--- src/mmbr_pkg.sv ---
// Purpose: Shared constants for the memory module backup/restore block.
// Assumes: Core clock of 250 MHz.
// Notes:   Times are in milliseconds; cycle counts derive from them.

`default_nettype none

package mmbr_pkg;

  localparam longint unsigned CLK_KHZ     = 250000;
  localparam longint unsigned T_DEB_MS    = 10;
  localparam longint unsigned T_FLASH_MS  = 250;
  localparam longint unsigned T_DIGIT_MS  = 1000;
  localparam longint unsigned T_HOLD_MS   = 5000;
  localparam longint unsigned T_REJECT_MS = 15000;
  localparam longint unsigned DEB_CYC     = T_DEB_MS * CLK_KHZ;
  localparam longint unsigned FLASH_CYC   = T_FLASH_MS * CLK_KHZ;
  localparam longint unsigned DIGIT_CYC   = T_DIGIT_MS * CLK_KHZ;
  localparam longint unsigned HOLD_CYC    = T_HOLD_MS * CLK_KHZ;
  localparam longint unsigned REJECT_CYC  = T_REJECT_MS * CLK_KHZ;

  localparam int unsigned DIGIT_W   = 4;
  localparam int unsigned DIGITS    = 4;
  localparam int unsigned IN_LEDS   = 12;
  localparam int unsigned OUT_LEDS  = 10;

  localparam logic [7:0] REG_CTRL     = 8'h00;
  localparam logic [7:0] REG_STATUS   = 8'h04;
  localparam logic [7:0] REG_IRQ_STAT = 8'h08;
  localparam logic [7:0] REG_IRQ_MASK = 8'h0c;

  localparam int unsigned CTRL_FW_BACKUP = 0;
  localparam int unsigned EV_BACKUP_DONE = 0;
  localparam int unsigned EV_RESTORE_DONE = 1;
  localparam int unsigned EV_BACKUP_REJ  = 2;
  localparam int unsigned EV_RESTORE_REJ = 3;
  localparam int unsigned EV_W           = 4;
  localparam logic [3:0]  IRQ_MASK_RST   = 4'h0;

  typedef enum logic [2:0] {
    S_BOOT     = 3'b000,
    S_NORMAL   = 3'b001,
    S_IDLE     = 3'b010,
    S_BACKUP   = 3'b011,
    S_REJ_WAIT = 3'b100,
    S_REJECTED = 3'b101,
    S_RESTORE  = 3'b110
  } mmbr_state_e;

endpackage

`default_nettype wire

--- src/mmbr_backup_restore.sv ---
// Purpose: Pushbutton and software driven project backup and restore.
// Assumes: Transfer engine reports completion with a one-cycle pulse.
// Notes:   Mode is chosen once, at the first cycle after reset release.
//
// Local design decisions: strobed register access and the register offsets.

`timescale 1ns/1ps
`default_nettype none

// Function
// - Backup and restore start only while the module sits in slot 1.
// - Power-up with the module present enters a halted fault state that accepts commands.
// - Restore is refused when the stored password does not match.
// - Firmware goes with the project only on a software request.
// - In fault state power is green, run off, fault red, lock green, comms off.
// - With a verified configuration the I/O indicators cycle the verification digits.
// - Unverified shows input 0 and outputs 1 to 4 lit and refuses backup.
// - The backup button starts a backup and the module LED flashes until done.
// - Backup while unverified keeps the LED dark, then steady after 15 seconds.
// - Both buttons held about 5 seconds start a restore with the LED flashing.
// - A started restore runs to completion whatever the buttons do.
// - After restore the flashing stops and the new digits are cycled.
// - Restore is allowed when unverified if the module image is verified.
// - Power-up without the module resumes normal application execution.
module mmbr_backup_restore
  import mmbr_pkg::*;
#(
  parameter int unsigned P_DEB_CYC    = 32'(DEB_CYC),
  parameter int unsigned P_FLASH_CYC  = 32'(FLASH_CYC),
  parameter int unsigned P_DIGIT_CYC  = 32'(DIGIT_CYC),
  parameter int unsigned P_HOLD_CYC   = 32'(HOLD_CYC),
  parameter int unsigned P_REJECT_CYC = 32'(REJECT_CYC)
) (
  input  wire logic                        i_core_clk,
  input  wire logic                        i_resetn,
  input  wire logic [7:0]                  i_addr,
  input  wire logic [31:0]                 i_wdata,
  input  wire logic                        i_wr,
  input  wire logic                        i_rd,
  output logic      [31:0]                 o_rdata,
  input  wire logic                        i_module_present,
  input  wire logic                        i_config_verified,
  input  wire logic                        i_image_verified,
  input  wire logic                        i_password_match,
  input  wire logic [DIGITS*DIGIT_W-1:0]   i_verif_number,
  input  wire logic                        i_backup_button,
  input  wire logic                        i_memory_identify_button,
  input  wire logic                        i_xfer_done,
  input  wire logic [IN_LEDS-1:0]          i_app_in_leds,
  input  wire logic [OUT_LEDS-1:0]         i_app_out_leds,
  input  wire logic                        i_app_comms,
  input  wire logic                        i_app_lock,
  output logic                             o_backup_start,
  output logic                             o_restore_start,
  output logic                             o_with_firmware,
  output logic                             o_app_run,
  output logic                             o_power_indicator,
  output logic                             o_run_indicator,
  output logic                             o_fault_indicator,
  output logic                             o_lock_indicator,
  output logic                             o_comms_indicator,
  output logic      [IN_LEDS-1:0]          o_in_leds,
  output logic      [OUT_LEDS-1:0]         o_out_leds,
  output logic                             o_module_led,
  output logic                             o_irq
);

  ////////////////////////////////////////////////////////////////////////////
  // Buttons and display helpers.

  logic                 bkp_btn;
  logic                 mid_btn;
  logic                 bkp_btn_q;
  logic [IN_LEDS-1:0]   cyc_in;
  logic [OUT_LEDS-1:0]  cyc_out;

  mmbr_debounce #(.P_CYC(P_DEB_CYC)) u_deb_bkp (
    .i_core_clk (i_core_clk),
    .i_resetn   (i_resetn),
    .i_raw      (i_backup_button),
    .o_level    (bkp_btn)
  );

  mmbr_debounce #(.P_CYC(P_DEB_CYC)) u_deb_mid (
    .i_core_clk (i_core_clk),
    .i_resetn   (i_resetn),
    .i_raw      (i_memory_identify_button),
    .o_level    (mid_btn)
  );

  mmbr_digit_cycle #(.P_CYC(P_DIGIT_CYC)) u_cycle (
    .i_core_clk (i_core_clk),
    .i_resetn   (i_resetn),
    .i_number   (i_verif_number),
    .o_in_pat   (cyc_in),
    .o_out_pat  (cyc_out)
  );

  ////////////////////////////////////////////////////////////////////////////
  // State, counters and registers.

  mmbr_state_e       state;
  mmbr_state_e       next_state;
  logic [31:0]       hold_cnt;
  logic [31:0]       rej_cnt;
  logic [31:0]       flash_cnt;
  logic              flash_ph;
  logic              restored;
  logic [EV_W-1:0]   irq_stat;
  logic [EV_W-1:0]   irq_mask;

  wire in_fault      = state != S_BOOT && state != S_NORMAL;
  wire disp_verified = i_config_verified | restored;
  wire both_held     = bkp_btn & mid_btn;
  wire bkp_press     = bkp_btn & ~bkp_btn_q & ~mid_btn;
  wire hold_done     = both_held && hold_cnt == P_HOLD_CYC - 1;
  wire rej_done      = rej_cnt == P_REJECT_CYC - 1;
  wire flash_step    = flash_cnt == P_FLASH_CYC - 1;

  wire wr_ctrl  = i_wr && i_addr == REG_CTRL;
  wire wr_istat = i_wr && i_addr == REG_IRQ_STAT;
  wire wr_imask = i_wr && i_addr == REG_IRQ_MASK;
  wire fw_go    = wr_ctrl && i_wdata[CTRL_FW_BACKUP];

  wire cmd_st   = state == S_IDLE || state == S_REJECTED;
  wire idle_ok  = cmd_st && i_module_present;
  wire go_fw    = idle_ok && fw_go && i_config_verified;
  wire go_bkp   = idle_ok && bkp_press && i_config_verified;
  wire go_rej   = idle_ok && (bkp_press || fw_go) && !i_config_verified;
  wire can_rst  = i_password_match && i_image_verified;
  wire go_rst   = idle_ok && hold_done && can_rst;
  wire rst_ref  = idle_ok && hold_done && !can_rst;
  wire start_rst = go_rst && !(go_bkp || go_fw || go_rej);

  wire [EV_W-1:0] events = {rst_ref,
                            go_rej,
                            state == S_RESTORE && i_xfer_done,
                            state == S_BACKUP && i_xfer_done};

  always_comb begin
    next_state = state;
    unique case (state)
      S_BOOT:     next_state = i_module_present ? S_IDLE : S_NORMAL;
      S_NORMAL:   next_state = S_NORMAL;
      S_IDLE: begin
        if (go_bkp || go_fw) next_state = S_BACKUP;
        else if (go_rej) next_state = S_REJ_WAIT;
        else if (go_rst) next_state = S_RESTORE;
      end
      S_BACKUP:   if (i_xfer_done) next_state = S_IDLE;
      S_REJ_WAIT: if (rej_done) next_state = S_REJECTED;
      S_REJECTED: begin
        if (go_rej) next_state = S_REJ_WAIT;
        else if (go_rst) next_state = S_RESTORE;
      end
      S_RESTORE:  if (i_xfer_done) next_state = S_IDLE;
      default:    next_state = S_BOOT;
    endcase
  end

  ////////////////////////////////////////////////////////////////////////////
  // Indicator and output next values.

  logic [IN_LEDS-1:0]  next_in;
  logic [OUT_LEDS-1:0] next_out;
  logic [31:0]         next_rdata;

  always_comb begin
    if (!in_fault) begin
      next_in  = i_app_in_leds;
      next_out = i_app_out_leds;
    end else if (disp_verified) begin
      next_in  = cyc_in;
      next_out = cyc_out;
    end else begin
      next_in  = IN_LEDS'(1);
      next_out = OUT_LEDS'(5'h1e);
    end
  end

  always_comb begin
    next_rdata = 32'h0;
    if (i_rd) begin
      unique case (i_addr)
        REG_STATUS:   next_rdata = {26'h0, restored, disp_verified,
                                    in_fault, state};
        REG_IRQ_STAT: next_rdata = 32'(irq_stat);
        REG_IRQ_MASK: next_rdata = 32'(irq_mask);
        default:      next_rdata = 32'h0;
      endcase
    end
  end

  wire next_led = (state == S_BACKUP || state == S_RESTORE) ? flash_ph
                : state == S_REJECTED;

  ////////////////////////////////////////////////////////////////////////////
  // Sequencer and counters.

  always_ff @(posedge i_core_clk) begin
    if (!i_resetn) begin
      state     <= S_BOOT;
      bkp_btn_q <= 1'b0;
      hold_cnt  <= 32'h0;
      rej_cnt   <= 32'h0;
      flash_cnt <= 32'h0;
      flash_ph  <= 1'b0;
      restored  <= 1'b0;
    end else begin
      state     <= next_state;
      bkp_btn_q <= bkp_btn;
      hold_cnt  <= (both_held && cmd_st && !hold_done)
                   ? hold_cnt + 32'h1 : 32'h0;
      rej_cnt   <= (state == S_REJ_WAIT) ? rej_cnt + 32'h1 : 32'h0;
      flash_cnt <= (next_state == state && !flash_step)
                   ? flash_cnt + 32'h1 : 32'h0;
      flash_ph  <= (next_state != state) ? 1'b1 : flash_ph ^ flash_step;
      if (state == S_RESTORE && i_xfer_done) restored <= 1'b1;
    end
  end

  always_ff @(posedge i_core_clk) begin
    if (!i_resetn) begin
      irq_stat <= '0;
      irq_mask <= IRQ_MASK_RST;
      o_rdata  <= 32'h0;
      o_irq    <= 1'b0;
    end else begin
      irq_stat <= (irq_stat & ~(wr_istat ? i_wdata[EV_W-1:0] : '0))
                  | events;
      if (wr_imask) irq_mask <= i_wdata[EV_W-1:0];
      o_rdata  <= next_rdata;
      o_irq    <= |(irq_stat & irq_mask);
    end
  end

  always_ff @(posedge i_core_clk) begin
    if (!i_resetn) begin
      o_backup_start    <= 1'b0;
      o_restore_start   <= 1'b0;
      o_with_firmware   <= 1'b0;
      o_app_run         <= 1'b0;
      o_power_indicator <= 1'b0;
      o_run_indicator   <= 1'b0;
      o_fault_indicator <= 1'b0;
      o_lock_indicator  <= 1'b0;
      o_comms_indicator <= 1'b0;
      o_in_leds         <= '0;
      o_out_leds        <= '0;
      o_module_led      <= 1'b0;
    end else begin
      o_backup_start    <= go_bkp || go_fw;
      o_restore_start   <= start_rst;
      o_with_firmware   <= (go_bkp || go_fw) ? go_fw : o_with_firmware;
      o_app_run         <= state == S_NORMAL;
      o_power_indicator <= state != S_BOOT;
      o_run_indicator   <= state == S_NORMAL;
      o_fault_indicator <= in_fault;
      o_lock_indicator  <= in_fault | (state == S_NORMAL && i_app_lock);
      o_comms_indicator <= state == S_NORMAL && i_app_comms;
      o_in_leds         <= next_in;
      o_out_leds        <= next_out;
      o_module_led      <= next_led;
    end
  end
endmodule

`default_nettype wire

--- src/mmbr_debounce.sv ---
// Purpose: Synchronise and debounce one pushbutton.
// Assumes: Button is active high.
// Notes:   Level changes only after P_CYC stable cycles.

`timescale 1ns/1ps
`default_nettype none

module mmbr_debounce
  import mmbr_pkg::*;
#(
  parameter int unsigned P_CYC = 32'(DEB_CYC)
) (
  input  wire logic i_core_clk,
  input  wire logic i_resetn,
  input  wire logic i_raw,
  output var  logic o_level
);

  logic        sync1;
  logic        sync2;
  logic [31:0] cnt;
  wire         differs = sync2 != o_level;
  wire         settled = cnt == P_CYC - 1;

  always_ff @(posedge i_core_clk) begin
    if (!i_resetn) begin
      sync1   <= 1'b0;
      sync2   <= 1'b0;
      cnt     <= 32'h0;
      o_level <= 1'b0;
    end else begin
      sync1 <= i_raw;
      sync2 <= sync1;
      cnt   <= (differs && !settled) ? cnt + 32'h1 : 32'h0;
      if (differs && settled) o_level <= sync2;
    end
  end

endmodule

`default_nettype wire

--- src/mmbr_digit_cycle.sv ---
// Purpose: Step through the verification digits for the indicators.
// Assumes: Digits are packed lowest digit first.
// Notes:   Shows digit value one-hot on inputs, position on outputs.

`timescale 1ns/1ps
`default_nettype none

module mmbr_digit_cycle
  import mmbr_pkg::*;
#(
  parameter int unsigned P_CYC  = 32'(DIGIT_CYC),
  parameter int unsigned P_NDIG = DIGITS,
  parameter int unsigned P_IN   = IN_LEDS,
  parameter int unsigned P_OUT  = OUT_LEDS
) (
  input  wire logic                       i_core_clk,
  input  wire logic                       i_resetn,
  input  wire logic [P_NDIG*DIGIT_W-1:0]  i_number,
  output logic      [P_IN-1:0]            o_in_pat,
  output logic      [P_OUT-1:0]           o_out_pat
);

  logic [31:0] tick;
  logic [7:0]  idx;
  wire         step = tick == P_CYC - 1;
  wire  [DIGIT_W-1:0] digit = i_number[idx*DIGIT_W +: DIGIT_W];

  always_ff @(posedge i_core_clk) begin
    if (!i_resetn) begin
      tick <= 32'h0;
      idx  <= 8'h0;
    end else begin
      tick <= step ? 32'h0 : tick + 32'h1;
      if (step) idx <= (idx == 8'(P_NDIG - 1)) ? 8'h0 : idx + 8'h1;
    end
  end

  genvar g;
  generate
    for (g = 0; g < P_IN; g++) begin : g_in
      assign o_in_pat[g] = 32'(digit) == g;
    end
    for (g = 0; g < P_OUT; g++) begin : g_out
      assign o_out_pat[g] = 32'(idx) == g;
    end
  endgenerate

endmodule

`default_nettype wire

--- config.mk ---
export PLATFORM = sky130hd
export DESIGN_NAME = mmbr_backup_restore
export DESIGN_NICKNAME = d
export VERILOG_FILES = /design/src/mmbr_pkg.sv /design/src/mmbr_backup_restore.sv /design/src/mmbr_debounce.sv /design/src/mmbr_digit_cycle.sv
export SDC_FILE = /design/constraint.sdc
export NUM_CORES = 1
export LEC_CHECK = 0
export ABC_AREA = 1
export BUFFER_PORTS_ARGS = -buffer_cell sky130_fd_sc_hd__buf_4
export CORE_MARGIN = 3
export CORE_UTILIZATION = 53
export DETAILED_ROUTE_END_ITERATION = 10
export MAX_ROUTING_LAYER = met4
export PLACE_DENSITY = 0.75
export SYNTH_ARGS = -nofsm -noshare
export SYNTH_HDL_FRONTEND = slang
export SYNTH_SLANG_ARGS = --single-unit
export TNS_END_PERCENT = 1
--- constraint.sdc ---
create_clock -name i_core_clk -period 1.8 [get_ports i_core_clk]
set_input_delay 0.36 -clock i_core_clk [delete_from_list [all_inputs] [get_ports i_core_clk]]
set_output_delay 0.36 -clock i_core_clk [all_outputs]
set_load 0.02 [all_outputs]
==> flow_results.org, run 1 <==
** Run status
- The flow ran to the end, but the final reports show violations.
- The checks that failed: setup timing.

** Power and ir drop
- Power per unit of standard cell area :: 721 mW/mm^2
- Switching share of power :: a little under a quarter
- Leak Pwr :: 6.82 nW
- The design draws roughly 12 mW.
- In this run the power spent charging and discharging nets is between 2 and 3 mW.
- Relative contribution of combinational cells to total power :: about 6.5%
- Of the total power, the clock network draws a little under half.
- Cell-internal power :: 9.46 mW
- Fraction of power consumed by sequential logic :: 47.4%
- The worst-case IR drop observed on VDD is about 0.00071 V.

** STA
- Worst Tran Pin Value :: 0.507 ns
- On the final layout, the worst clock skew is roughly 0.015 ns.
- Worst Slack Setup Final :: -0.237 ns
- Subtracting the final worst setup slack from the clock period gives just over 2 ns.
- Max-slew headroom at the worst pin :: ~66%
- The final max-slew violation count is 0.
- Hold is met by 0.0178 ns.
- The final-report hold violation count came to 0.
- Max Clock Freq :: roughly 0.49 GHz
- For the final routed database, the setup TNS stands at -10.49 ns.
- Final count of negative-setup-slack endpoints :: 72
- Unrepaired setup endpoints after global routing :: true
- The worst path uses 113% of the clock period.

** Setup path
- Data on the critical path is required at its endpoint by 2.28 ns.
- Among the stages of the critical path, the cell type that occurs most often is nand2_1.
- In this run the worst path has a maximum fanout of 13.
- Data arrives at the worst endpoint at 2.52 ns.
- Longest individual stage delay on the worst path :: around 0.38 ns
- STA classifies the critical path startpoint as a register.
- The worst setup path is of the register to register kind.
- Nature of the critical path endpoint :: register
- Traced cell by cell, the critical path runs through inv_2, nand3_2, a21oi_4, nand4_1, nand2_1, nand2_1, nand2_1, nand2_2, nor2_4, nand3_4, buf_12, nor2_1.
- CP max stage cell :: dfxtp_4

** Synthesis
- Yosys cell types :: 44
- After synthesis, the share of flip-flops with an asynchronous set or reset is 0%.
- Synthesis inferred 258 register bits.
- Post-synth design cell area :: between 0.01 and 0.015 sq mm
- Most area-hungry cell type in the Yosys netlist :: dfxtp_1
- Portion of the post-synthesis area used by sequential elements :: 40.8%
- Averaged over all synthesized cells, the footprint is 7.08 sq um.
- The synthesized design devotes to its leading area cell type 40.8% of total area.
- Mapped Cells :: 1,787
- In this run, synthesis inferred 0 flip-flops with an integrated enable.
- Yosys attributes the largest share of cell area to dfxtp_1 (41%), nand2_1 (9.7%), inv_1 (7.6%), nor2_1 (7.1%), nor3_1 (3.9%).
- Primary flip-flop cell chosen by synthesis mapping :: dfxtp_1
- Number of warning messages in the yosys log :: 0

** Detailed routing
- Total number of vias :: 12.9k
- The routed design uses between 1.5 and 2 mm of met3 wire.
- After detailed routing, the wire length on met1 is 14.4 mm.
- Using the TritonRoute via totals, the vias-per-cell ratio works out to 5.24.
- DRC violation total after the first TritonRoute iteration :: 824
- Summed over all layers, the routed wires come to 34.2 mm.
- Uppermost signal routing layer after detailed routing :: met4
- The count of nets left with antenna violations once routing finished came out at 0.
- DR DRC count :: 0
- Detailed routing placed a total of 17.2 mm of wire on met2.
- In the final routed layout, each cell accounts on average for 13.9 um.
- TritonRoute pass-1 iters :: 8

** Global route
- Congestion Overflow GR :: 0
- Vias in the first global route :: 12.3k
- Entering global routing, the biggest net connects 43 pins.
- Global routing used between 20% and 30% of the available tracks across all layers.
- The first global-routing pass estimated 54.9 mm of wire.
- Antenna violations before repair :: 0

** Run
- The tool flagged a number of max-cap violations equal to 0.

** Floorplanning
- In this run the standard cell core region covers 0.0231 sq mm.
- Cell row count :: 55
- The die covers ~0.026 sq mm.
- The die is about 160 um wide.
- Die extent in y :: 160 um
- Effective utilization at floorplan :: 54.8%
- For this design the top-level I/O count stands at ~160.

** Placed design
- Number of placed cells counting well taps :: 2,397
- Buffers placed on the I/O ports in this run total about 100.
- The congestion estimate from routability-driven global placement came to 0.935.
- Placed wire-length estimate :: 24.1 mm

** Clock tree
- Number of buffers on the longest clock path :: 3
- Clock slew at reported path FFs :: 0.06 ns
- Number of buffers created by CTS :: 27
- TritonCTS clock tree :: yes
- Counting every sink on the clock net gives 258.
- Insertion delay to the later sink of the worst-skew pair :: 0.54 ns
- Clock root buffer :: clkbuf_16
- In this run the number of H-tree levels came out at 1.

** Hold path
- The path class of the tightest hold or removal check is input port to register.

** Finish
- Fill cells in the final layout number 1,796.
- 0 antenna diodes ended up in the layout.
- Number of nets in the finished design :: 2,224
- The finished layout holds 2,456 standard cells, fillers aside.
- Compared with the post-synthesis result, the final layout area differs by 34.6%.
- Share of cells above drive strength 1 :: around 27%
==> cell type report <==
type | count | area (sq um) | area share [%]
timing repair buffer | 342 | 2670 | 15.7
inverter | 268 | 1010 | 5.95
timing repair inverter | 1 | 7.51 | 0.0441
clock buffer | 41 | 838 | 4.93
multi-input combinational | 1225 | 6830 | 40.2
sequential | 258 | 5190 | 30.5
clock inverter | 8 | 70.1 | 0.412
tap | 313 | 392 | 2.30
==> repair_timing <==
action	in CTS	in global routing
endpoints found under the setup margin	112	179
setup buffers	5	2
hold endpoints to repair	1	0
pin swaps	16	18
hold buffers	1	0
resized for setup	54	115
gates cloned	1	1
==> power groups by stage <==
stage,clock network [mW],logic [mW],registers [mW]
6_report,5.65,0.797,5.82
5_1_grt,5.97,0.855,5.82
3_5_place_dp,0,0.734,5.94
4_1_cts,5.72,0.774,5.82
2_1_floorplan,0,0.370,5.99
3_3_place_gp,0,0.721,5.94
==> cell usage after synthesis (2+ instances only) <==
library cell / number
nor3b_1: 40
o21ai_0: 34
o21a_1: 11
dfxtp_1: 258
clkbuf_1: 28
xor2_1: 51
nor2_1: 239
nor2_2: 32
a21oi_1: 92
nand3_1: 82
nor3_1: 99
clkinv_1: 3
buf_4: 28
buf_6: 3
ha_1: 10
nor4_2: 3
or2_2: 8
nor4_1: 25
a32oi_1: 5
buf_1: 2
nand4_1: 67
a211oi_1: 11
or2_0: 2
inv_2: 9
nand3_2: 5
o21bai_1: 3
nand3b_1: 2
nand2_1: 328
or3_1: 2
and3_1: 2
a31oi_1: 4
nor3_2: 5
xnor2_1: 20
inv_1: 256
o21ai_1: 6
o221ai_1: 4
==> logic make-up (layout without fill, tap and decap cells) <==
kind of cell / after synthesis / count (layout) / synth area share [%]
XOR/XNOR: 71 / 71 / 4.92
adder cells (fa/ha/maj): 10 / 10 / 0.990
buffers and inverters: 329 / 660 / 10.8
AND/OR/NAND/NOR: 943 / 943 / 34.5
flip-flops: 258 / 258 / 40.8
other: 1 / 26 / 0.0297
AO/OA/AOI/OAI: 175 / 175 / 7.92
==> cells in the final DEF (no fill, tap or decap), drive strengths merged, types with 2 or more instances in the layout <==
cell	instances
a211oi	11
a21oi	93
a31oi	4
a32oi	5
and3	2
buf	341
clkbuf	41
clkinv	9
clkinvlp	4
conb	26
dfxtp	258
ha	10
inv	263
nand2	328
nand3	87
nand3b	2
nand4	67
nor2	271
nor3	104
nor3b	40
nor4	28
o21a	11
o21ai	40
o21bai	3
o221ai	4
or2	11
or3	2
xnor2	20
xor2	51
==> critical path, delay by kind of cell (launching register included) <==
kind,cells,cell delay [ns]
AO/OA/AOI/OAI,1,0.24
buffers and inverters,2,0.28
flip-flops,1,0.38
AND/OR/NAND/NOR,9,1.06
==> registers in the layout (all words and copies together) (netlist names), 6 cells and up <==
| register | cells |
|---|---|
| flash_cnt | 32 |
| hold_cnt | 32 |
| rej_cnt | 32 |
| u_cycle.tick | 32 |
| u_deb_bkp.cnt | 32 |
| u_deb_mid.cnt | 32 |
| o_in_leds | 12 |
| o_out_leds | 10 |
| u_cycle.idx | 8 |
| o_rdata | 6 |
==> layer usage <==
metal  vias up  global-route usage (%)
met4         0                    7.14
met5         -                       -
met2       384                    44.7
li1       6395                       -
met1      6014                    30.2
met3        74                    3.38
==> stage by stage <==
stage | setup slack, ns | instance area (sq um) | utilization (%)
4_1_cts | -0.211 | 16600 | 71.8
5_1_grt | -0.413 | 17000 | 73.8
3_3_place_gp | -0.270 | 15400 | 66.7
6_report | -0.237 | 17000 | 73.8
2_1_floorplan | -0.0529 | 12800 | -
3_5_place_dp | -0.330 | 15400 | 66.7
==> path summary, 6_finish.rpt <==
check	start	slack [ns]	depth (start not counted)	to
max	state[1]	-0.24	12	flash_cnt[24]
min	i_memory_identify_button	0.02	3	u_deb_mid.sync1
max reg2reg	state[1]	-0.24	12	flash_cnt[24]
min reg2reg	u_deb_mid.sync1	0.41	2	u_deb_mid.sync2
No activity file was read; power rests on OpenSTA's default activity.
==> run 2: changes to the inputs <==
--- a/config.mk
+++ b/config.mk
@@ -6,12 +6,12 @@
 export NUM_CORES = 1
 export LEC_CHECK = 0
 export ABC_AREA = 1
-export BUFFER_PORTS_ARGS = -buffer_cell sky130_fd_sc_hd__buf_4
 export CORE_MARGIN = 3
-export CORE_UTILIZATION = 53
+export CORE_UTILIZATION = 55
 export DETAILED_ROUTE_END_ITERATION = 10
+export DONT_BUFFER_PORTS = 1
 export MAX_ROUTING_LAYER = met4
-export PLACE_DENSITY = 0.75
+export PLACE_DENSITY = 0.71
 export SYNTH_ARGS = -nofsm -noshare
 export SYNTH_HDL_FRONTEND = slang
 export SYNTH_SLANG_ARGS = --single-unit
==> run 2 against run 1 <==
The flow still finishes with violations (setup timing). Maximum frequency rose by 1.8%. Clock skew rose by 0.0015 ns. Non-clock buffer count fell by 74. Setup slack improved by 0.037 ns. Clock power rose by 3%. Core utilization fell by 0.20 points. Sequential power rose by 1%. Wire length fell by 2.2%. Via count fell by 3.8%. Combinational power fell by 27%. Largest cell class unchanged. Highest routed layer unchanged.
==> flow_results.org, run 2 (same netlist as run 1, synthesis figures left out) <==
** Run status
- Status :: finished with violations (unchanged)
- Violations in the final reports: setup timing (unchanged).

** Floorplanning
- Overall die area :: 0.0248 sq mm (was 0.0257 sq mm)
- # IOs :: 156 (unchanged)
- Effective utilization at floorplan :: 56.9% (was 54.8%)
- Core Area :: 0.0222 sq mm (was 0.0231 sq mm)
- The height of the chip came to 158 um (was 160 um).
- The total number of placement rows is 54 (was 55).
- Die X-Extent :: 158 um (was 160 um)

** STA
- The fmax was 0.500 GHz (was 0.491 GHz).
- The post-route clock period utilization was 111% (was 113%).
- The slack of the critical path came to -0.200 ns (was -0.237 ns).
- The max-slew headroom at the worst pin was 46.6% (was 66.2%).
- The aggregate negative setup slack came to -7.04 ns (was -10.49 ns).
- The final number of setup-violating endpoints came to 59 (was 72).
- The clock skew was 0.0162 ns (was 0.0147 ns).
- Hold violation count in the final report :: 0 (unchanged)
- Final Slew Violations :: 0 (unchanged)
- The slew at the pin closest to its max-slew limit was 0.799 ns (was 0.507 ns).
- Unrepaired setup endpoints after global routing: true (unchanged).
- Final Hold Slack :: 0.0323 ns (was 0.0178 ns)
- The time the final worst path needs with I/O delays and setup was 2.00 ns (was 2.04 ns).

** Power and ir drop
- The leakage power figure came to 6.36 nW (was 6.82 nW).
- Power per unit of standard cell area :: 752 mW/mm^2 (was 721 mW/mm^2)
- Maximum vdd drop :: 0.000652 V (was 0.000706 V)

** Global route
- The overall overflow remaining after global route was 0 (unchanged).
- Overall global routing resource usage :: 26.8% (was 25.3%)
- First-pass GRT wire length :: 54.4 mm (was 54.9 mm)
- Maximum number of pins on one net before global-route repair :: 33 (was 43)
- The initial antenna violation count was 2 (was 0).
- Vias in the first global route :: 11.9k (was 12.3k)

** Finish
- The net total in the final layout was 2,149 (was 2,224).
- Post-route core utilization :: 73.6% (was 73.8%)
- Top library cells by usage in the layout, fill and taps aside: nand2_1 (315), inv_1 (250), dfxtp_1 (245), buf_4 (234), nor2_1 (203) (was buf_4 (331), nand2_1 (310), inv_1 (248), dfxtp_1 (242), nor2_1 (204)).
- The proportion of layout cells with a drive suffix above 1 was 22.8% (was 27.5%).
- The layout overhead on the synthesized area came to 29.4% (was 34.6%).
- The most common library cell in the layout ignoring fill and taps was nand2_1 (was buf_4).

** Clock tree
- The total clock sinks was 258 (unchanged).
- H-tree levels :: 1 (unchanged)
- The maximum number of buffers from clock root to sink was 3 (unchanged).
- Clock slew at reported path FFs :: 0.06 ns (about the same)
- TritonCTS clock tree :: yes (unchanged)
- The master cell of the clock root buffer is clkbuf_16 (unchanged).
- The clock network latency to the later pin of the worst-skew pair is 0.54 ns (about the same).
- The total clock buffers created by CTS was 27 (unchanged).

** Detailed routing
- The number of design rule violations left after detail routing came to 0 (unchanged).
- The number of detailed-routing iterations run before antenna repair was 6 (was 8).
- Overall routed net length :: 33.4 mm (was 34.2 mm)
- Wire length per cell after detailed routing :: 14.2 um (was 13.9 um)
- The number of nets with antenna violations after detailed routing is 0 (unchanged).
- Total number of vias :: 12.4k (was 12.9k)
- Via-to-Cell Ratio :: 5.27 (was 5.24)
- The initial detailed-routing violation count is 811 (was 824).

** Hold path
- The class of the tightest hold or removal check is input port to register (unchanged).

** Placed design
- The count of input and output buffers came to 0 (was 101).
- The worst slack at placement is -0.287 ns (was -0.330 ns).
- The detailed placement HPWL was 23.9 mm (was 24.1 mm).
- The weighted congestion at the end of routability-driven global placement was 0.926 (was 0.935).

** Setup path
- Category of the worst setup path launch point :: register (unchanged)
- The required time reported for the critical path endpoint was 2.27 ns (was 2.28 ns).
- Series of cell instances along the critical path :: inv_2, nand3_2, a21oi_4, nand4_1, nand2_1, nand2_1, nand2_1, nand2_1, nor2_4, nand3_4, buf_12, nor2_2 (was inv_2, nand3_2, a21oi_4, nand4_1, nand2_1, nand2_1, nand2_1, nand2_2, nor2_4, nand3_4, buf_12, nor2_1)
- The critical path endpoint category is a register (unchanged).
- Crit-path leading delay family :: simple AND/OR/NAND/NOR gates (unchanged)
- Cell type with the highest occurrence count on the critical path :: nand2_1 (unchanged)
- The maximum fanout along the worst path came to 10 (was 13).
- CP max stage cell :: dfxtp_2 (was dfxtp_4)
- Crit Path Category :: register to register (unchanged)
- Arrival time of the worst setup path :: 2.47 ns (was 2.52 ns)
- The critical path buffer and inverter count came to 2 (unchanged).
- The delay of the slowest cell on the worst path was 0.35 ns (was 0.38 ns).

** Run
- The number of violations of the max-capacitance limit was 0 (unchanged).
-- run 2: cell types whose count changed in the layout (fill, tap and decap cells not counted), sizes merged --
cell / delta
clkbuf: -3
buf: -98
inv: +4
bufinv: +3
clkinv: -2
diode: +2
dlygate4sd3: +24
clkinvlp: -4
-- run 2: stage by stage --
step	total power, mW	std cells	cell area [sq um]
2_1_floorplan	6.36	1812	12800
3_3_place_gp	6.47	2266	14600
3_5_place_dp	6.48	2266	14600
4_1_cts	12.4	2345	16100
5_1_grt	12.7	2349	16400
6_report	12.3	2349	16400
-- run 2: path summary, 6_finish.rpt --
| path | end | from | slack [ns] | cells after the start |
|---|---|---|---|---|
| setup / recovery | flash_cnt[12] | state[2] | -0.20 | 12 |
| hold / removal | irq_mask[3] | i_wdata[3] | 0.03 | 2 |
| setup reg to reg | flash_cnt[12] | state[2] | -0.20 | 12 |
| hold reg to reg | rej_cnt[0] | rej_cnt[0] | 0.42 | 1 |
-- run 2: what timing repair did --
item / 4_1_cts / 5_1_grt
buffers inserted: 6 / 1
hold buffers: 24 / 1
endpoints found under the hold margin: 33 / 1
endpoints found under the setup margin: 127 / 177
gates resized for setup: 57 / 81
cloned: 1 / 0
pin swaps: 18 / 14
-- run 2: per-layer routing --
layer	vias up	track usage (%)	routed length [um]
met5	-	-	0
met4	0	8.47	1000
met3	71	4.46	1960
met2	350	44.7	16100
met1	5701	33.4	14400
li1	6253	-	-
-- run 2: area by class of cell --
cell class | instances | area, sq um
multi-input cells | 1225 | 6730
clock inverters | 10 | 158
inverters | 268 | 1010
clock buffers | 38 | 767
flip-flops and latches | 258 | 5180
well taps | 280 | 350
repair buffers | 268 | 2160
diodes | 2 | 5.00
fillers | 1727 | 5870
-- run 2: where the power goes --
part / total (mW) / switching (mW) / internal, mW / leakage [nW]
combinational: 0.585 / 0.364 / 0.222 / 3.81
clock: 5.83 / 2.30 / 3.53 / 0.457
sequential: 5.88 / 0.104 / 5.78 / 2.09
